<file path="src/ast_params.svh">
// Constants for the asynchronous serial transmitter
// Notes on behaviour
// - Word length is 8 or 9 bits
// - Start bit drives the line low
// - Stop bit drives the line high
// - Idle character is 10 or 11 highs
// - Break is low bits then one high
// - Ninth data bit comes from control bit
// - Data bits leave least significant first
// - Enabling sends a preamble of ones first
// - Empty flag sets when hold buffer empties
// - Empty flag with enable raises interrupt
// - Write during sending waits in hold buffer
// - Write while idle loads shifter, starts, sets
// - Done flag after last stop, optional interrupt
// - Done flag cleared by same ordered pair
// - Setting break loads a break character
// - Breaks repeat, then one high bit
// - Enable toggle queues preamble after word
// - Preamble counted apart from stop bit
// - Enable toggle discards the held word
// - One bit time delay after enabling when idle
// - Line rests high; released once disabled and the word under way ends
`ifndef AST_PARAMS_SVH
`define AST_PARAMS_SVH
`define AST_ADDR_W        4
`define AST_OFF_CTRL      4'h0
`define AST_OFF_STATUS    4'h4
`define AST_OFF_DATA      4'h8
`define AST_CTRL_RESET    6'h00
`define AST_TX_BUFFER_EMPTY_FLAG_RESET    1'b1
`define AST_TC_RESET      1'b1
`define AST_LEN8          4'hA
`define AST_LEN9          4'hB
`define AST_RESP_OKAY     2'h0
`define AST_RESP_SLVERR   2'h2
`endif

</file>
<file path="src/ast_pkg.sv">
// Types shared by the serial transmitter and its bus slave
`include "ast_params.svh"
package ast_pkg;
  typedef struct packed {
    logic txDoneIrqEn;
    logic txEmptyIrqEn;
    logic breakSendCtl;
    logic txOnCtl;
    logic ninthTxBit;
    logic wordLen9;
  } ast_ctrl_t;

  typedef struct packed {
    logic [`AST_ADDR_W-1:0] awaddr;
    logic                   awvalid;
    logic [31:0]            wdata;
    logic [3:0]             wstrb;
    logic                   wvalid;
    logic                   bready;
    logic [`AST_ADDR_W-1:0] araddr;
    logic                   arvalid;
    logic                   rready;
  } ast_axil_req_t;

  typedef struct packed {
    logic        awready;
    logic        wready;
    logic [1:0]  bresp;
    logic        bvalid;
    logic        arready;
    logic [31:0] rdata;
    logic [1:0]  rresp;
    logic        rvalid;
  } ast_axil_rsp_t;

  typedef enum logic [1:0] {JOB_NONE, JOB_PRE, JOB_BRK, JOB_TAIL} ast_job_t;
endpackage

</file>
<file path="src/ast_axil_slave.sv">
// AXI4-Lite slave front end turning bus traffic into register strobes
module ast_axil_slave (
  input  wire logic                   clock,
  input  wire logic                   rst_n,
  input  wire ast_pkg::ast_axil_req_t axiReq,
  output ast_pkg::ast_axil_rsp_t      axiRsp,
  output logic                        wrEn,
  output logic [`AST_ADDR_W-1:0]      wrAddr,
  output logic [31:0]                 wrData,
  output logic [3:0]                  wrStrb,
  input  wire logic                   wrOk,
  output logic                        rdEn,
  output logic [`AST_ADDR_W-1:0]      rdAddr,
  input  wire logic [31:0]            rdData,
  input  wire logic                   rdOk
);
  import ast_pkg::*;
  logic                   awHeld_r;
  logic                   wHeld_r;
  logic                   bvalid_r;
  logic [1:0]             bresp_r;
  logic                   rvalid_r;
  logic [1:0]             rresp_r;
  logic [31:0]            rdata_r;
  logic [`AST_ADDR_W-1:0] awAddr_r;
  logic [31:0]            wData_r;
  logic [3:0]             wStrb_r;
  logic                   awTake;
  logic                   wTake;

  assign awTake = axiReq.awvalid && !awHeld_r && !bvalid_r;
  assign wTake  = axiReq.wvalid && !wHeld_r && !bvalid_r;
  assign wrEn   = awHeld_r && wHeld_r && !bvalid_r;
  assign wrAddr = awAddr_r;
  assign wrData = wData_r;
  assign wrStrb = wStrb_r;
  assign rdEn   = axiReq.arvalid && !rvalid_r;
  assign rdAddr = axiReq.araddr;

  always_ff @(posedge clock) begin
    if (!rst_n) begin
      awHeld_r <= 1'b0;
      wHeld_r  <= 1'b0;
      awAddr_r <= '0;
      wData_r  <= '0;
      wStrb_r  <= '0;
    end else begin
      if (awTake) begin
        awHeld_r <= 1'b1;
        awAddr_r <= axiReq.awaddr;
      end else if (wrEn) begin
        awHeld_r <= 1'b0;
      end
      if (wTake) begin
        wHeld_r <= 1'b1;
        wData_r <= axiReq.wdata;
        wStrb_r <= axiReq.wstrb;
      end else if (wrEn) begin
        wHeld_r <= 1'b0;
      end
    end
  end

  always_ff @(posedge clock) begin
    if (!rst_n) begin
      bvalid_r <= 1'b0;
      bresp_r  <= `AST_RESP_OKAY;
    end else if (wrEn) begin
      bvalid_r <= 1'b1;
      bresp_r  <= wrOk ? `AST_RESP_OKAY : `AST_RESP_SLVERR;
    end else if (bvalid_r && axiReq.bready) begin
      bvalid_r <= 1'b0;
    end
  end

  always_ff @(posedge clock) begin
    if (!rst_n) begin
      rvalid_r <= 1'b0;
      rresp_r  <= `AST_RESP_OKAY;
      rdata_r  <= '0;
    end else if (rdEn) begin
      rvalid_r <= 1'b1;
      rresp_r  <= rdOk ? `AST_RESP_OKAY : `AST_RESP_SLVERR;
      rdata_r  <= rdOk ? rdData : 32'h0000_0000;
    end else if (rvalid_r && axiReq.rready) begin
      rvalid_r <= 1'b0;
    end
  end

  always_comb begin
    axiRsp         = '0;
    axiRsp.awready = !awHeld_r && !bvalid_r;
    axiRsp.wready  = !wHeld_r && !bvalid_r;
    axiRsp.bvalid  = bvalid_r;
    axiRsp.bresp   = bresp_r;
    axiRsp.arready = !rvalid_r;
    axiRsp.rvalid  = rvalid_r;
    axiRsp.rresp   = rresp_r;
    axiRsp.rdata   = rdata_r;
  end
endmodule

</file>
<file path="src/ast_tx.sv">
// Asynchronous serial transmitter with AXI4-Lite register access
module ast_tx (
  input  wire logic                   clock,
  input  wire logic                   rst_n,
  input  wire ast_pkg::ast_axil_req_t axiReq,
  output ast_pkg::ast_axil_rsp_t      axiRsp,
  input  wire logic                   baudTick,
  input  wire logic [1:0]             cpuIrqMask,
  output logic                        irq,
  output logic                        txdOut,
  output logic                        txdOe_n
);
  import ast_pkg::*;

  logic                   wrEn;
  logic [`AST_ADDR_W-1:0] wrAddr;
  logic [31:0]            wrData;
  logic [3:0]             wrStrb;
  logic                   wrOk;
  logic                   rdEn;
  logic [`AST_ADDR_W-1:0] rdAddr;
  logic [31:0]            rdData;
  logic                   rdOk;

  ast_ctrl_t              ctrl_r;
  logic                   tx_buffer_empty_flag_r;
  logic                   tc_r;
  logic                   arm_r;
  logic [7:0]             hold_r;
  logic                   holdFull_r;
  logic [10:0]            shift_r;
  logic [3:0]             cnt_r;
  logic                   active_r;
  logic                   lastData_r;
  logic                   line_r;
  logic                   preReq_r;
  logic                   delay_r;
  logic                   brkTail_r;

  logic                   ctrlWr;
  logic                   dataWr;
  logic                   statRd;
  logic [3:0]             frameLen;
  logic                   engineIdle;
  logic                   boundary;
  ast_job_t               job;
  logic                   pickData;
  logic                   directLoad;
  logic                   teFall;
  logic                   teRise;
  logic [10:0]            holdFrame;
  logic [10:0]            wrFrame;

  ast_axil_slave u_slave (
    .clock  (clock),
    .rst_n  (rst_n),
    .axiReq (axiReq),
    .axiRsp (axiRsp),
    .wrEn   (wrEn),
    .wrAddr (wrAddr),
    .wrData (wrData),
    .wrStrb (wrStrb),
    .wrOk   (wrOk),
    .rdEn   (rdEn),
    .rdAddr (rdAddr),
    .rdData (rdData),
    .rdOk   (rdOk)
  );

  assign wrOk   = (wrAddr == `AST_OFF_CTRL) || (wrAddr == `AST_OFF_STATUS)
               || (wrAddr == `AST_OFF_DATA);
  assign rdOk   = wrOk_rd(rdAddr);
  assign ctrlWr = wrEn && wrStrb[0] && (wrAddr == `AST_OFF_CTRL);
  assign dataWr = wrEn && wrStrb[0] && (wrAddr == `AST_OFF_DATA);
  assign statRd = rdEn && (rdAddr == `AST_OFF_STATUS);

  function automatic logic wrOk_rd(input logic [`AST_ADDR_W-1:0] a);
    wrOk_rd = (a == `AST_OFF_CTRL) || (a == `AST_OFF_STATUS) || (a == `AST_OFF_DATA);
  endfunction

  // Data register reads back the held word; status has only two live bits
  always_comb begin
    rdData = 32'h0000_0000;
    case (rdAddr)
      `AST_OFF_CTRL:   rdData = {26'h0, ctrl_r};
      `AST_OFF_STATUS: rdData = {30'h0, tc_r, tx_buffer_empty_flag_r};
      `AST_OFF_DATA:   rdData = {24'h0, hold_r};
      default:         rdData = 32'h0000_0000;
    endcase
  end

  assign frameLen  = ctrl_r.wordLen9 ? `AST_LEN9 : `AST_LEN8;
  // Stop bit above the data; 8-bit frames carry a spare high bit on top
  assign holdFrame = ctrl_r.wordLen9 ? {1'b1, ctrl_r.ninthTxBit, hold_r, 1'b0}
                                     : {2'b11, hold_r, 1'b0};
  assign wrFrame   = ctrl_r.wordLen9 ? {1'b1, ctrl_r.ninthTxBit, wrData[7:0], 1'b0}
                                     : {2'b11, wrData[7:0], 1'b0};
  assign teFall    = ctrlWr && ctrl_r.txOnCtl && !wrData[2];
  assign teRise    = ctrlWr && !ctrl_r.txOnCtl && wrData[2];
  assign engineIdle = !active_r && (cnt_r == 4'h0) && !delay_r;
  assign boundary  = baudTick && (cnt_r == 4'h0) && !delay_r;

  // Job choice at a bit boundary: preamble, break, break tail, then data
  always_comb begin
    job      = JOB_NONE;
    pickData = 1'b0;
    if (ctrl_r.txOnCtl) begin
      if (preReq_r) begin
        job = JOB_PRE;
      end else if (ctrl_r.breakSendCtl) begin
        job = JOB_BRK;
      end else if (brkTail_r) begin
        job = JOB_TAIL;
      end else if (holdFull_r) begin
        pickData = 1'b1;
      end
    end
  end

  assign directLoad = dataWr && engineIdle && ctrl_r.txOnCtl && !preReq_r
                   && !ctrl_r.breakSendCtl && !brkTail_r && !holdFull_r;

  always_ff @(posedge clock) begin
    if (!rst_n) begin
      ctrl_r <= `AST_CTRL_RESET;
    end else if (ctrlWr) begin
      ctrl_r <= wrData[5:0];
    end
  end

  // Ordered clear: a status read arms, the next data write clears
  always_ff @(posedge clock) begin
    if (!rst_n) begin
      arm_r <= 1'b0;
    end else if (statRd) begin
      arm_r <= 1'b1;
    end else if (dataWr) begin
      arm_r <= 1'b0;
    end
  end

  // Set wins over the software clear in the same cycle
  always_ff @(posedge clock) begin
    if (!rst_n) begin
      tx_buffer_empty_flag_r <= `AST_TX_BUFFER_EMPTY_FLAG_RESET;
    end else if (directLoad || (boundary && pickData) || teFall) begin
      tx_buffer_empty_flag_r <= 1'b1;
    end else if (dataWr && arm_r) begin
      tx_buffer_empty_flag_r <= 1'b0;
    end
  end

  always_ff @(posedge clock) begin
    if (!rst_n) begin
      tc_r <= `AST_TC_RESET;
    end else if (boundary && active_r && lastData_r && !pickData && job == JOB_NONE) begin
      tc_r <= 1'b1;
    end else if (dataWr && arm_r) begin
      tc_r <= 1'b0;
    end
  end

  // Hold buffer; a toggle of the enable throws its word away
  always_ff @(posedge clock) begin
    if (!rst_n) begin
      hold_r     <= 8'h00;
      holdFull_r <= 1'b0;
    end else if (teFall) begin
      holdFull_r <= 1'b0;
    end else if (dataWr && !directLoad) begin
      hold_r     <= wrData[7:0];
      holdFull_r <= 1'b1;
    end else if (boundary && pickData) begin
      holdFull_r <= 1'b0;
    end
  end

  // Enable requests: preamble always, plus one idle bit when quiet
  always_ff @(posedge clock) begin
    if (!rst_n) begin
      preReq_r <= 1'b0;
      delay_r  <= 1'b0;
    end else begin
      if (teRise) begin
        preReq_r <= 1'b1;
      end else if (boundary && job == JOB_PRE) begin
        preReq_r <= 1'b0;
      end else if (!ctrl_r.txOnCtl && engineIdle) begin
        preReq_r <= 1'b0;
      end
      if (teRise && engineIdle) begin
        delay_r <= 1'b1;
      end else if (baudTick) begin
        delay_r <= 1'b0;
      end
    end
  end

  always_ff @(posedge clock) begin
    if (!rst_n) begin
      brkTail_r <= 1'b0;
    end else if (boundary && job == JOB_BRK) begin
      brkTail_r <= 1'b1;
    end else if (boundary && job == JOB_TAIL) begin
      brkTail_r <= 1'b0;
    end
  end

  // Bit engine: one bit leaves per baud tick, shifter drains LSB first
  always_ff @(posedge clock) begin
    if (!rst_n) begin
      shift_r    <= 11'h7FF;
      cnt_r      <= 4'h0;
      active_r   <= 1'b0;
      lastData_r <= 1'b0;
      line_r     <= 1'b1;
    end else begin
      if (baudTick && delay_r) begin
        line_r <= 1'b1;
      end else if (baudTick && cnt_r != 4'h0) begin
        line_r  <= shift_r[0];
        shift_r <= {1'b1, shift_r[10:1]};
        cnt_r   <= cnt_r - 4'h1;
      end else if (boundary) begin
        active_r <= (job != JOB_NONE) || pickData;
        case (job)
          JOB_PRE: begin
            line_r     <= 1'b1;
            shift_r    <= 11'h7FF;
            cnt_r      <= frameLen - 4'h1;
            lastData_r <= 1'b0;
          end
          JOB_BRK: begin
            line_r     <= 1'b0;
            shift_r    <= 11'h000;
            cnt_r      <= frameLen - 4'h1;
            lastData_r <= 1'b0;
          end
          JOB_TAIL: begin
            line_r     <= 1'b1;
            cnt_r      <= 4'h0;
            lastData_r <= 1'b0;
          end
          default: begin
            if (pickData) begin
              line_r     <= holdFrame[0];
              shift_r    <= {1'b1, holdFrame[10:1]};
              cnt_r      <= frameLen - 4'h1;
              lastData_r <= 1'b1;
            end else begin
              line_r     <= 1'b1;
              lastData_r <= 1'b0;
            end
          end
        endcase
      end
      if (directLoad) begin
        shift_r    <= wrFrame;
        cnt_r      <= frameLen;
        active_r   <= 1'b1;
        lastData_r <= 1'b1;
      end
    end
  end

  // Pin is driven while enabled or until the word under way ends
  assign txdOut  = line_r;
  assign txdOe_n = !(ctrl_r.txOnCtl || active_r || cnt_r != 4'h0);
  assign irq     = (cpuIrqMask == 2'h0)
                && ((tx_buffer_empty_flag_r && ctrl_r.txEmptyIrqEn) || (tc_r && ctrl_r.txDoneIrqEn));
endmodule

</file>
<file path="config.mk">
export PLATFORM = sky130hd
export DESIGN_NAME = ast_tx
export DESIGN_NICKNAME = d
export VERILOG_FILES = /design/src/ast_pkg.sv /design/src/ast_axil_slave.sv /design/src/ast_tx.sv
export VERILOG_INCLUDE_DIRS = /design/src /design/src/src
export SDC_FILE = /design/constraint.sdc
export NUM_CORES = 1
export LEC_CHECK = 0
export ABC_AREA = 1
export BUFFER_PORTS_ARGS = -buffer_cell sky130_fd_sc_hd__buf_2
export CAP_MARGIN = 20
export CORE_ASPECT_RATIO = 1.1
export CORE_MARGIN = 10
export CORE_UTILIZATION = 46
export CTS_CLUSTER_SIZE = 28
export DETAILED_ROUTE_END_ITERATION = 8
export GPL_TIMING_DRIVEN = 0
export HOLD_SLACK_MARGIN = 0.06
export PLACE_DENSITY = 0.75
export SYNTH_ARGS = -nofsm -noshare
export SYNTH_HDL_FRONTEND = slang
export SYNTH_SLANG_ARGS = --single-unit
</file>
<file path="constraint.sdc">
create_clock -name clock -period 3.5 [get_ports clock]
set_clock_uncertainty 0.15 [all_clocks]
set_input_delay 0.7 -clock clock [delete_from_list [all_inputs] [get_ports clock]]
set_output_delay 0.7 -clock clock [all_outputs]
set_load 0.1 [all_outputs]
</file>
==> flow_summary_export.csv, run 1 <==
group,metric,value,unit
run_status,status,"finished clean",
final_layout,area_growth_syn_to_layout,18.9,%
yosys,synth.distinct_cells,39,
floorplan,rows,33,
hold_path,whs_path_depth,2,
power_and_ir_drop,ir_worst_vdd,0.220,mV
worst_setup_path,critPathKind,"flop to flop",
final_layout,stdcell_count,656,
drt,firstDrtPassIters,5,
worst_setup_path,cp-start-kind,"flop",
yosys,synth_top_cell_area_share,0.379,
worst_setup_path,crit_fanout,10,
yosys,synth_edf_count,0,
hold_path,hp-class,"flop to flop",
timing,worstMarginPinSlew,623,ps
clock_network,cts_max_path_buffers,2,
drt,avgViaCountPerCell,5.12,
yosys,yosys_warnings,0,
clock_network,worstSkewPairLatency,340,ps
floorplan,io_pins,98,
floorplan,die-area,11500,um2
clock_network,cts_buffers,9,
worst_setup_path,setup.worst_path.end,"shift_r[10]",
timing,fmax,384,MHz
placement,portBuffers,44,
final_layout,layout-drive-gt1-share,0.221,
grt,grt_max_degree,12,
yosys,synth.area.top_cells,"dfxtp_1 (38%), nand2_1 (12%), o21ai_0 (7.2%), buf_4 (6.5%), nor2_1 (5.3%)",
power_and_ir_drop,leakage,0.00196,uW
grt,grt_pass1_vias,3238,
clock_network,cts.clk_slew.worst_paths,70,ps
timing,period_minus_slack,2610,ps
drt,dr_wl_met3,673,um
yosys,syn_area,3480,um2
final_layout,final_cell_mix,"nand2_1 (109), dfxtp_1 (66), o21ai_0 (50), nor2_1 (49), buf_2 (45)",
yosys,synthFlopType,"dfxtp_1",
drt,ant_nets,0,
grt,gr-usage-all-layers,0.157,
drt,drt_iter0_markers,283,
floorplan,start_util,0.469,
yosys,post-synth-top-area-cell,"dfxtp_1",
worst_setup_path,reg2regPathDepth,13,
final_layout,final_common_cell,"nand2_1",
job,maxCapViolCount,0,
worst_setup_path,crit_path_start,"ctrl_r[2]",
timing,setup_ws,893,ps
yosys,synth_seq_cells,66,
clock_network,htreeDepth,3,
final_layout,diodes,0,
drt,drc,0,
worst_setup_path,critPathRequiredTime,3560,ps
timing,finalHoldViolations,0,
worst_setup_path,r2r_start,"ctrl_r[2]",
timing,rsz0062_at_grt,"no",
floorplan,die_h,111,um
yosys,async_flop_share,0,
final_layout,finalInstanceArea,4140,um2
timing,slew-limit-headroom,0.585,
clock_network,post_cts_buffers,0,
worst_setup_path,r2r_slack,890,ps
placement,hpwl,6730,um
power_and_ir_drop,power_density,450,nW/um2
worst_setup_path,cp.arrival,2660,ps
drt,vias,3358,
drt,drt-total-wl,8900,um
placement,post-place-ws,920,ps
drt,highest_layer,"met4",
worst_setup_path,crit_path_end_kind,"flop",
yosys,ys_seq_area_frac,0.379,
timing,setup_tns,0,ps
grt,antenna_found_initial,0,
yosys,synth.avg_cell_area,7.20,um2
clock_network,tritoncts,"done",
final_layout,finalNetCount,626,
grt,grt_pass1_wl,14700,um
worst_setup_path,rr_endpoint,"shift_r[10]",
drt,wl_per_cell,13.6,um
yosys,syn-instance-count,484,
placement,place_congestion,0.890,
placement,dpl_cell_area,3910,um2
final_layout,fin_util,0.557,
placement,dp_cells,640,
timing,post-route-period-util,0.745,
timing,slew_violations,0,
clock_network,cts_root_buf,"clkbuf_8",
grt,grt.overflow.total,0,
floorplan,design.core.area,7430,um2
drt,wl_met1,3770,um
clock_network,clock-sinks,66,
drt,wl_met2,4210,um
timing,setup_viol,0,
floorplan,die_w,103,um
clock_network,holdBufCountCts,0,
clock_network,cts_resized,0,
==> synth_stat cells, types with 2 or more instances <==
library cell,n
inv_1,36
dfxtp_1,66
nand2_2,6
clkbuf_1,8
nor2_4,2
nor2_2,3
ha_1,8
nand4_1,4
o21ai_0,50
nand2_4,2
buf_4,30
o211ai_1,2
inv_2,4
nor2_1,49
xor2_1,2
nand3_1,34
o22ai_1,2
nand4_2,2
nand2_1,109
o21a_1,8
buf_6,4
a21oi_1,33
a21oi_2,2
nand3_2,3
==> cell type report <==
class | count | area, um2
plain buffers | 44 | 309
clock buffers | 12 | 155
clock inverters | 4 | 73.8
fillers | 727 | 3290
inverters | 41 | 154
multi-input cells | 358 | 1800
flip-flops and latches | 66 | 1320
well taps | 87 | 109
repair buffers | 44 | 220
==> cells by family (layout without fill, tap and decap cells) <==
group | Yosys count | in the layout | share of synthesized area
compound gates | 101 | 101 | 0.158
xor+xnor | 2 | 2 | 0.00503
fa+ha+maj | 8 | 8 | 0.0287
buf+inv | 85 | 145 | 0.133
flops | 66 | 66 | 0.379
mux | 1 | 1 | 0.00287
other cells | 1 | 26 | 0.00108
simple gates | 220 | 220 | 0.292
==> through the flow <==
step / total power [uW] / hold WS, ps
2_1_floorplan: 1090 / 286
3_3_place_gp: 1140 / 303
3_5_place_dp: 1140 / 306
4_1_cts: 1870 / 319
5_1_grt: 1930 / 337
6_report: 1860 / 314
==> flip-flops by register name, summed over array words and instances (netlist names) <==
signal / cells
u_slave.wrData: 8
u_slave.wrStrb: 1
cnt_r: 4
hold_r: 8
arm_r: 1
tx_buffer_empty_flag_r: 1
u_slave.wrAddr: 4
shift_r: 11
preReq_r: 1
active_r: 1
holdFull_r: 1
u_slave.rdata_r: 8
ctrl_r: 6
tc_r: 1
u_slave.awHeld_r: 1
brkTail_r: 1
u_slave.bvalid_r: 1
u_slave.bresp_r: 1
u_slave.wHeld_r: 1
u_slave.rresp_r: 1
lastData_r: 1
txdOut: 1
delay_r: 1
u_slave.rvalid_r: 1
==> power by group <==
part,internal [uW],switching (uW)
registers,774,20.9
clock network,440,295
logic,65.7,267
total,1280,583
==> routing by layer <==
metal  vias up  track usage
met5         -            0
met3        19       0.0380
met2       123        0.254
met1      1530        0.187
li1       1686            -
met4         0       0.0724
==> worst max-delay path, stage by stage (launching register included) <==
cell and delay, ps:
dfxtp_1 450, nand2_1 120, nor2_1 240, inv_1 130
ha_1 290, clkbuf_1 290, inv_1 140, nand3_1 100
nand3_1 70, nand2_1 110, nand2_2 90, buf_6 150
nand2_1 60, nand3_1 70
==> worst min path at each step <==
| stage | startpoint | to | slack, ps |
|---|---|---|---|
| after floorplan | lastData_r | tc_r | 290 |
| after global placement | hold_r[2] | hold_r[2] | 300 |
| after detailed placement | hold_r[2] | hold_r[2] | 310 |
| after CTS | hold_r[2] | hold_r[2] | 320 |
| after global routing | u_slave.rdata_r[5] | u_slave.rdata_r[5] | 340 |
| final | u_slave.rdata_r[5] | u_slave.rdata_r[5] | 310 |
Note: power is estimated with default switching activity, not from simulation.
==> run 2: changes to the inputs <==
ABC_AREA = 0   (was 1)
PLACE_DENSITY = 0.78   (was 0.75)
clock period = 2.1 ns   (was 3.5 ns; I/O delays follow)
==> run 2 against run 1 <==
Against the previous run:
- the flow now finishes with violations (setup timing)
- combinational power increased to 5.8 times the previous value
- clock power up 76%
- synthesized cell count fell by 13%
- sequential power grew 89%
- non-clock buffer count up 23
- final cell count down 7.5%
- register-to-register slack got worse by 1000 ps
- sequential share of layout area fell by 2.5 points
- utilization rose by 5.7 points
- critical endpoint is now txdOe_n
- largest power group is now combinational cells
- highest routed layer unchanged
==> flow_summary_export.csv, run 2 <==
group,metric,value,unit
run_status,status,"finished, violations left",
run_status,violations,"setup timing",
power_and_ir_drop,ir_worst_vdd,1.01,mV
timing,rsz0062_at_grt,"yes",
placement,post-place-ws,-390,ps
yosys,synth_common_cells,"dfxtp_1 (66), nand2_1 (42), nor2_1 (42)",
grt,grt_pass1_vias,3257,
clock_network,worstSkewPairLatency,350,ps
worst_setup_path,critPathRequiredTime,1530,ps
drt,avgViaCountPerCell,5.51,
drt,drt-total-wl,10500,um
yosys,ys_seq_area_frac,0.381,
drt,drt_iter0_markers,314,
timing,slew_violations,0,
yosys,synth.area.top_cells,"dfxtp_1 (38%), mux2i_1 (7.5%), buf_4 (6.7%), nand2_1 (4.5%), nor2_1 (4.5%)",
timing,post-route-period-util,1.12,
final_layout,diodes,0,
yosys,synth_seq_cells,66,
floorplan,start_util,0.469,
yosys,synth.distinct_cells,49,
grt,grt.overflow.total,0,
timing,setup_viol,12,
clock_network,cts.clk_slew.worst_paths,70,ps
yosys,yosys_warnings,0,
final_layout,finalNetCount,577,
floorplan,die-area,11400,um2
final_layout,final_cell_mix,"dfxtp_1 (59), buf_4 (46), buf_2 (45), nand2_1 (40), nor2_1 (39)",
floorplan,die_h,111,um
worst_setup_path,r2r_start,"cnt_r[0]",
clock_network,tritoncts,"done",
yosys,synth_edf_count,0,
clock_network,htreeDepth,3,
worst_setup_path,crit_fanout,2,
placement,portBuffers,42,
yosys,synthFlopType,"dfxtp_1",
final_layout,layout-drive-gt1-share,0.300,
timing,finalHoldViolations,0,
floorplan,die_w,103,um
hold_path,hp-class,"input pin to flop",
grt,grt_pass1_wl,16200,um
clock_network,cts_buffers,9,
power_and_ir_drop,power_density,1040,nW/um2
yosys,synth.avg_cell_area,8.28,um2
drt,ant_nets,0,
yosys,yosysMostFrequentCell,"dfxtp_1",
grt,grt_max_degree,12,
clock_network,clock-sinks,66,
drt,firstDrtPassIters,6,
worst_setup_path,critPathKind,"flop to primary output",
worst_setup_path,crit_path_end_kind,"primary output",
yosys,syn_area,3470,um2
drt,wl_per_cell,17.2,um
final_layout,area_growth_syn_to_layout,30.8,%
clock_network,cts_max_path_buffers,2,
floorplan,design.core.area,7390,um2
final_layout,final_common_cell,"dfxtp_1",
drt,drc,0,
worst_setup_path,cp.arrival,1780,ps
power_and_ir_drop,leakage,0.00198,uW
job,maxCapViolCount,0,
grt,gr-usage-all-layers,0.179,
final_layout,largest_register_ffs,11,
timing,slew-limit-headroom,0.561,
yosys,synth_top_cell_area_share,0.381,
hold_path,hp-start,"axiReq[13]",
power_and_ir_drop,finalPower,4720,uW
grt,antenna_found_initial,0,
drt,vias,3345,
timing,fmax,426,MHz
timing,setup_tns,-823,ps
timing,setup_ws,-248,ps
floorplan,rows,33,
yosys,syn-instance-count,419,
yosys,async_flop_share,0,
timing,worstMarginPinSlew,659,ps
timing,period_minus_slack,2350,ps
placement,place_congestion,0.902,
yosys,post-synth-top-area-cell,"dfxtp_1",
worst_setup_path,crit_path_start,"cnt_r[0]",
final_layout,max_flop_register,"shift_r",
floorplan,io_pins,98,
placement,hpwl,7100,um
worst_setup_path,cp-start-kind,"flop",
clock_network,cts_root_buf,"clkbuf_8",
==> run 2: final cells by class <==
class | instances | area, um2
Fill cell | 610 | 2850
Multi-Input combinational cell | 315 | 2100
Sequential cell | 66 | 1340
Timing Repair Buffer | 62 | 380
Buffer | 49 | 339
Clock buffer | 11 | 131
Tap cell | 87 | 109
Clock inverter | 5 | 103
Inverter | 12 | 45.0
==> run 2: kinds of logic (layout without fill, tap and decap cells) <==
logic type	count (synthesis)	in the layout	share of synthesized area
AO/OA/AOI/OAI	101	102	0.182
other	1	26	0.00108
XOR/XNOR	1	1	0.00252
adder cells (fa/ha/maj)	8	8	0.0289
flip-flops	66	66	0.381
multiplexers	27	27	0.0783
buffers and inverters	64	139	0.109
AND/OR/NAND/NOR	151	151	0.218
==> run 2: critical path, stage by stage (launching register included) <==
cell and delay, ps:
dfxtp_2 330, inv_2 70, ha_4 130, or3b_4 390
buf_8 140, nor3_4 150, buf_12 200
==> run 2: through the flow <==
step,area [um2],instances,hold WS [ps],util
after floorplan,3620,444,282,-
after global placement,3940,573,294,0.533
after detailed placement,3940,573,305,0.533
after CTS,4370,600,155,0.592
after global routing,4540,607,143,0.614
final,4540,607,150,0.614
==> run 2: routing by layer <==
layer / track usage / vias up / share of wire
li1: - / 1602 / -
met1: 0.214 / 1545 / 0.39
met2: 0.289 / 167 / 0.49
met3: 0.0355 / 31 / 0.080
met4: 0.0984 / 0 / 0.034
met5: 0 / - / 0
==> run 2: timing repair <==
item	in CTS	in global routing
gates resized for setup	31	31
buffers inserted	12	7
pin swaps	10	8
setup endpoints to repair	30	30
cloned	1	1
hold buffers	0	0
==> run 2: worst paths after layout <==
check | to | slack [ps] | cells past startpoint
min reg2reg | u_slave.rresp_r[1] | 320 | 2
max reg2reg | shift_r[6] | -130 | 10
min | u_slave.wrData[1] | 150 | 3
max | txdOe_n | -250 | 6
==> run 2: power by group <==
part           internal (uW)  switching (uW)
combinational            727            1210
clock                    788             504
sequential              1380             117
total                   2890            1830
==> run 3: changes to the inputs <==
REMOVE_ABC_BUFFERS = 1   (was unset)
==> run 3 against run 2 <==
Against the previous run:
- the run still ends with setup timing left
- worst hold slack got worse by 4.6 ps
- critical path depth decreased by 1
- total power decreased by 0.50%
- global-route usage decreased by 1.7 points
- utilization decreased by 2.4 points
- clock-buffer cell count decreased by 2
- sequential power about the same
- clock power decreased by 5%
- critical path type unchanged
- critical endpoint unchanged
- largest cell class unchanged
- largest power group unchanged
- highest routed layer unchanged
==> flow_summary_export.csv, run 3 (synthesis results as in run 2) <==
group,metric,value,unit
worst_setup_path,crit_fanout,2,
worst_setup_path,slowest_stage,"or3b_4",
worst_setup_path,reg2regPathDepth,10,
timing,setup_ws,-185,ps
timing,period_minus_slack,2290,ps
job,maxCapViolCount,0,
clock_network,htreeDepth,3,
clock_network,cts_max_path_buffers,2,
clock_network,cts_root_buf,"clkbuf_8",
placement,dpl_cell_area,3570,um2
floorplan,die_h,111,um
final_layout,max_flop_register,"shift_r",
worst_setup_path,cp-start-kind,"flop",
worst_setup_path,slowest_delay,400,ps
worst_setup_path,worstSetupPathDepth,5,
drt,drc,0,
timing,setup_tns,-1160,ps
clock_network,worstSkewPairLatency,360,ps
drt,wl_per_cell,17.9,um
hold_path,whs_path_depth,3,
floorplan,start_util,0.469,
placement,place_congestion,0.887,
drt,drt_iter0_markers,450,
timing,setup_viol,15,
clock_network,clock-sinks,66,
final_layout,area_growth_syn_to_layout,25.7,%
hold_path,hp-class,"input pin to flop",
worst_setup_path,critical_path.top_delay_family,"simple AND/OR/NAND/NOR gates",
timing,fmax,438,MHz
worst_setup_path,critPathKind,"flop to primary output",
final_layout,layout-drive-gt1-share,0.295,
drt,ant_nets,0,
placement,portBuffers,44,
power_and_ir_drop,ir_worst_vdd,0.454,mV
drt,firstDrtPassIters,7,
worst_setup_path,critPathRequiredTime,1530,ps
floorplan,rows,33,
final_layout,finalNetCount,542,
run_status,violations,"setup timing",
grt,grt_max_degree,50,
timing,slew_violations,0,
power_and_ir_drop,power_density,1080,nW/um2
final_layout,diodes,0,
grt,gr-usage-all-layers,0.162,
final_layout,final_cell_mix,"dfxtp_1 (61), buf_2 (44), nor2_1 (41), nand2_1 (40)",
grt,grt_pass1_vias,3019,
worst_setup_path,critical_path_buf_inv_count,2,
run_status,status,"finished, violations left",
floorplan,die-area,11400,um2
placement,hpwl,6150,um
final_layout,final_common_cell,"dfxtp_1",
clock_network,cts_buffers,9,
clock_network,cts.clk_slew.worst_paths,80,ps
floorplan,die_w,103,um
clock_network,tritoncts,"done",
grt,antenna_found_initial,0,
worst_setup_path,path_cells,"inv_2, ha_4, or3b_4, nor3_4, buf_12",
final_layout,largest_register_ffs,11,
timing,whs,145,ps
worst_setup_path,cp.arrival,1720,ps
drt,vias,3354,
clock_network,holdBufCountCts,0,
timing,finalHoldViolations,0,
power_and_ir_drop,leakage,0.00187,uW
floorplan,io_pins,98,
drt,avgViaCountPerCell,5.86,
final_layout,finalInstanceArea,4360,um2
timing,rsz0062_at_grt,"yes",
grt,grt_pass1_wl,15300,um
timing,slew-limit-headroom,0.454,
timing,worstMarginPinSlew,818,ps
worst_setup_path,crit_path_end_kind,"primary output",
floorplan,design.core.area,7390,um2
grt,grt.overflow.total,0,
timing,post-route-period-util,1.09,
drt,drt-total-wl,10200,um
## run 3: path summary, 6_finish.rpt
kind	slack, ps	to	startpoint
worst max-delay path	-190	txdOe_n	cnt_r[1]
worst min-delay path	150	u_slave.wrAddr[3]	axiReq[48]
worst max register to register	-180	shift_r[2]	brkTail_r
worst min register to register	320	u_slave.wrStrb[0]	u_slave.wrStrb[0]
## run 3: repair_timing
item / in CTS / in global routing
setup buffers: 14 / 18
pin swaps: 13 / 19
endpoints found under the setup margin: 36 / 26
cloned: 1 / 0
gates resized for setup: 55 / 28
## run 3: worst reg2reg max path, cell delays in order (launching register included)
cell and delay [ps]:
dfxtp_4 370, nor2b_4 130, o21ai_2 160, buf_4 160, ha_4 240, buf_6 130
o31ai_4 400, buf_4 200, buf_6 90, a211oi_2 60, o21ai_1 130
## run 3: per-stage QoR
stage	util	power, uW	cells	setup WS [ps]
floorplan	-	2580	392	-1680
global placement	0.482	2860	523	-825
detailed placement	0.482	2880	524	-866
CTS	0.557	4520	555	-174
global route	0.590	4880	572	-229
finish	0.590	4700	572	-185
## run 3: final cells by class
cell class	instances	area, um2
clock buffers	9	124
clock inverters	7	100
fillers	587	3030
inverters	12	45.0
multi-input cells	315	2140
flip-flops and latches	66	1340
well taps	87	109
repair buffers	76	513
## run 3: where the power goes
part	total, uW	switching [uW]	internal [uW]
sequential	1500	120	1380
combinational	1970	1250	727
clock	1230	550	681
total	4700	1910	2790
## run 3: routing by layer
layer / global-route usage / vias to the layer above / share of wire
met5: 0 / - / 0
met4: 0.0594 / 0 / 0.043
met3: 0.0424 / 51 / 0.084
met2: 0.256 / 196 / 0.48
met1: 0.203 / 1562 / 0.39
li1: - / 1545 / -
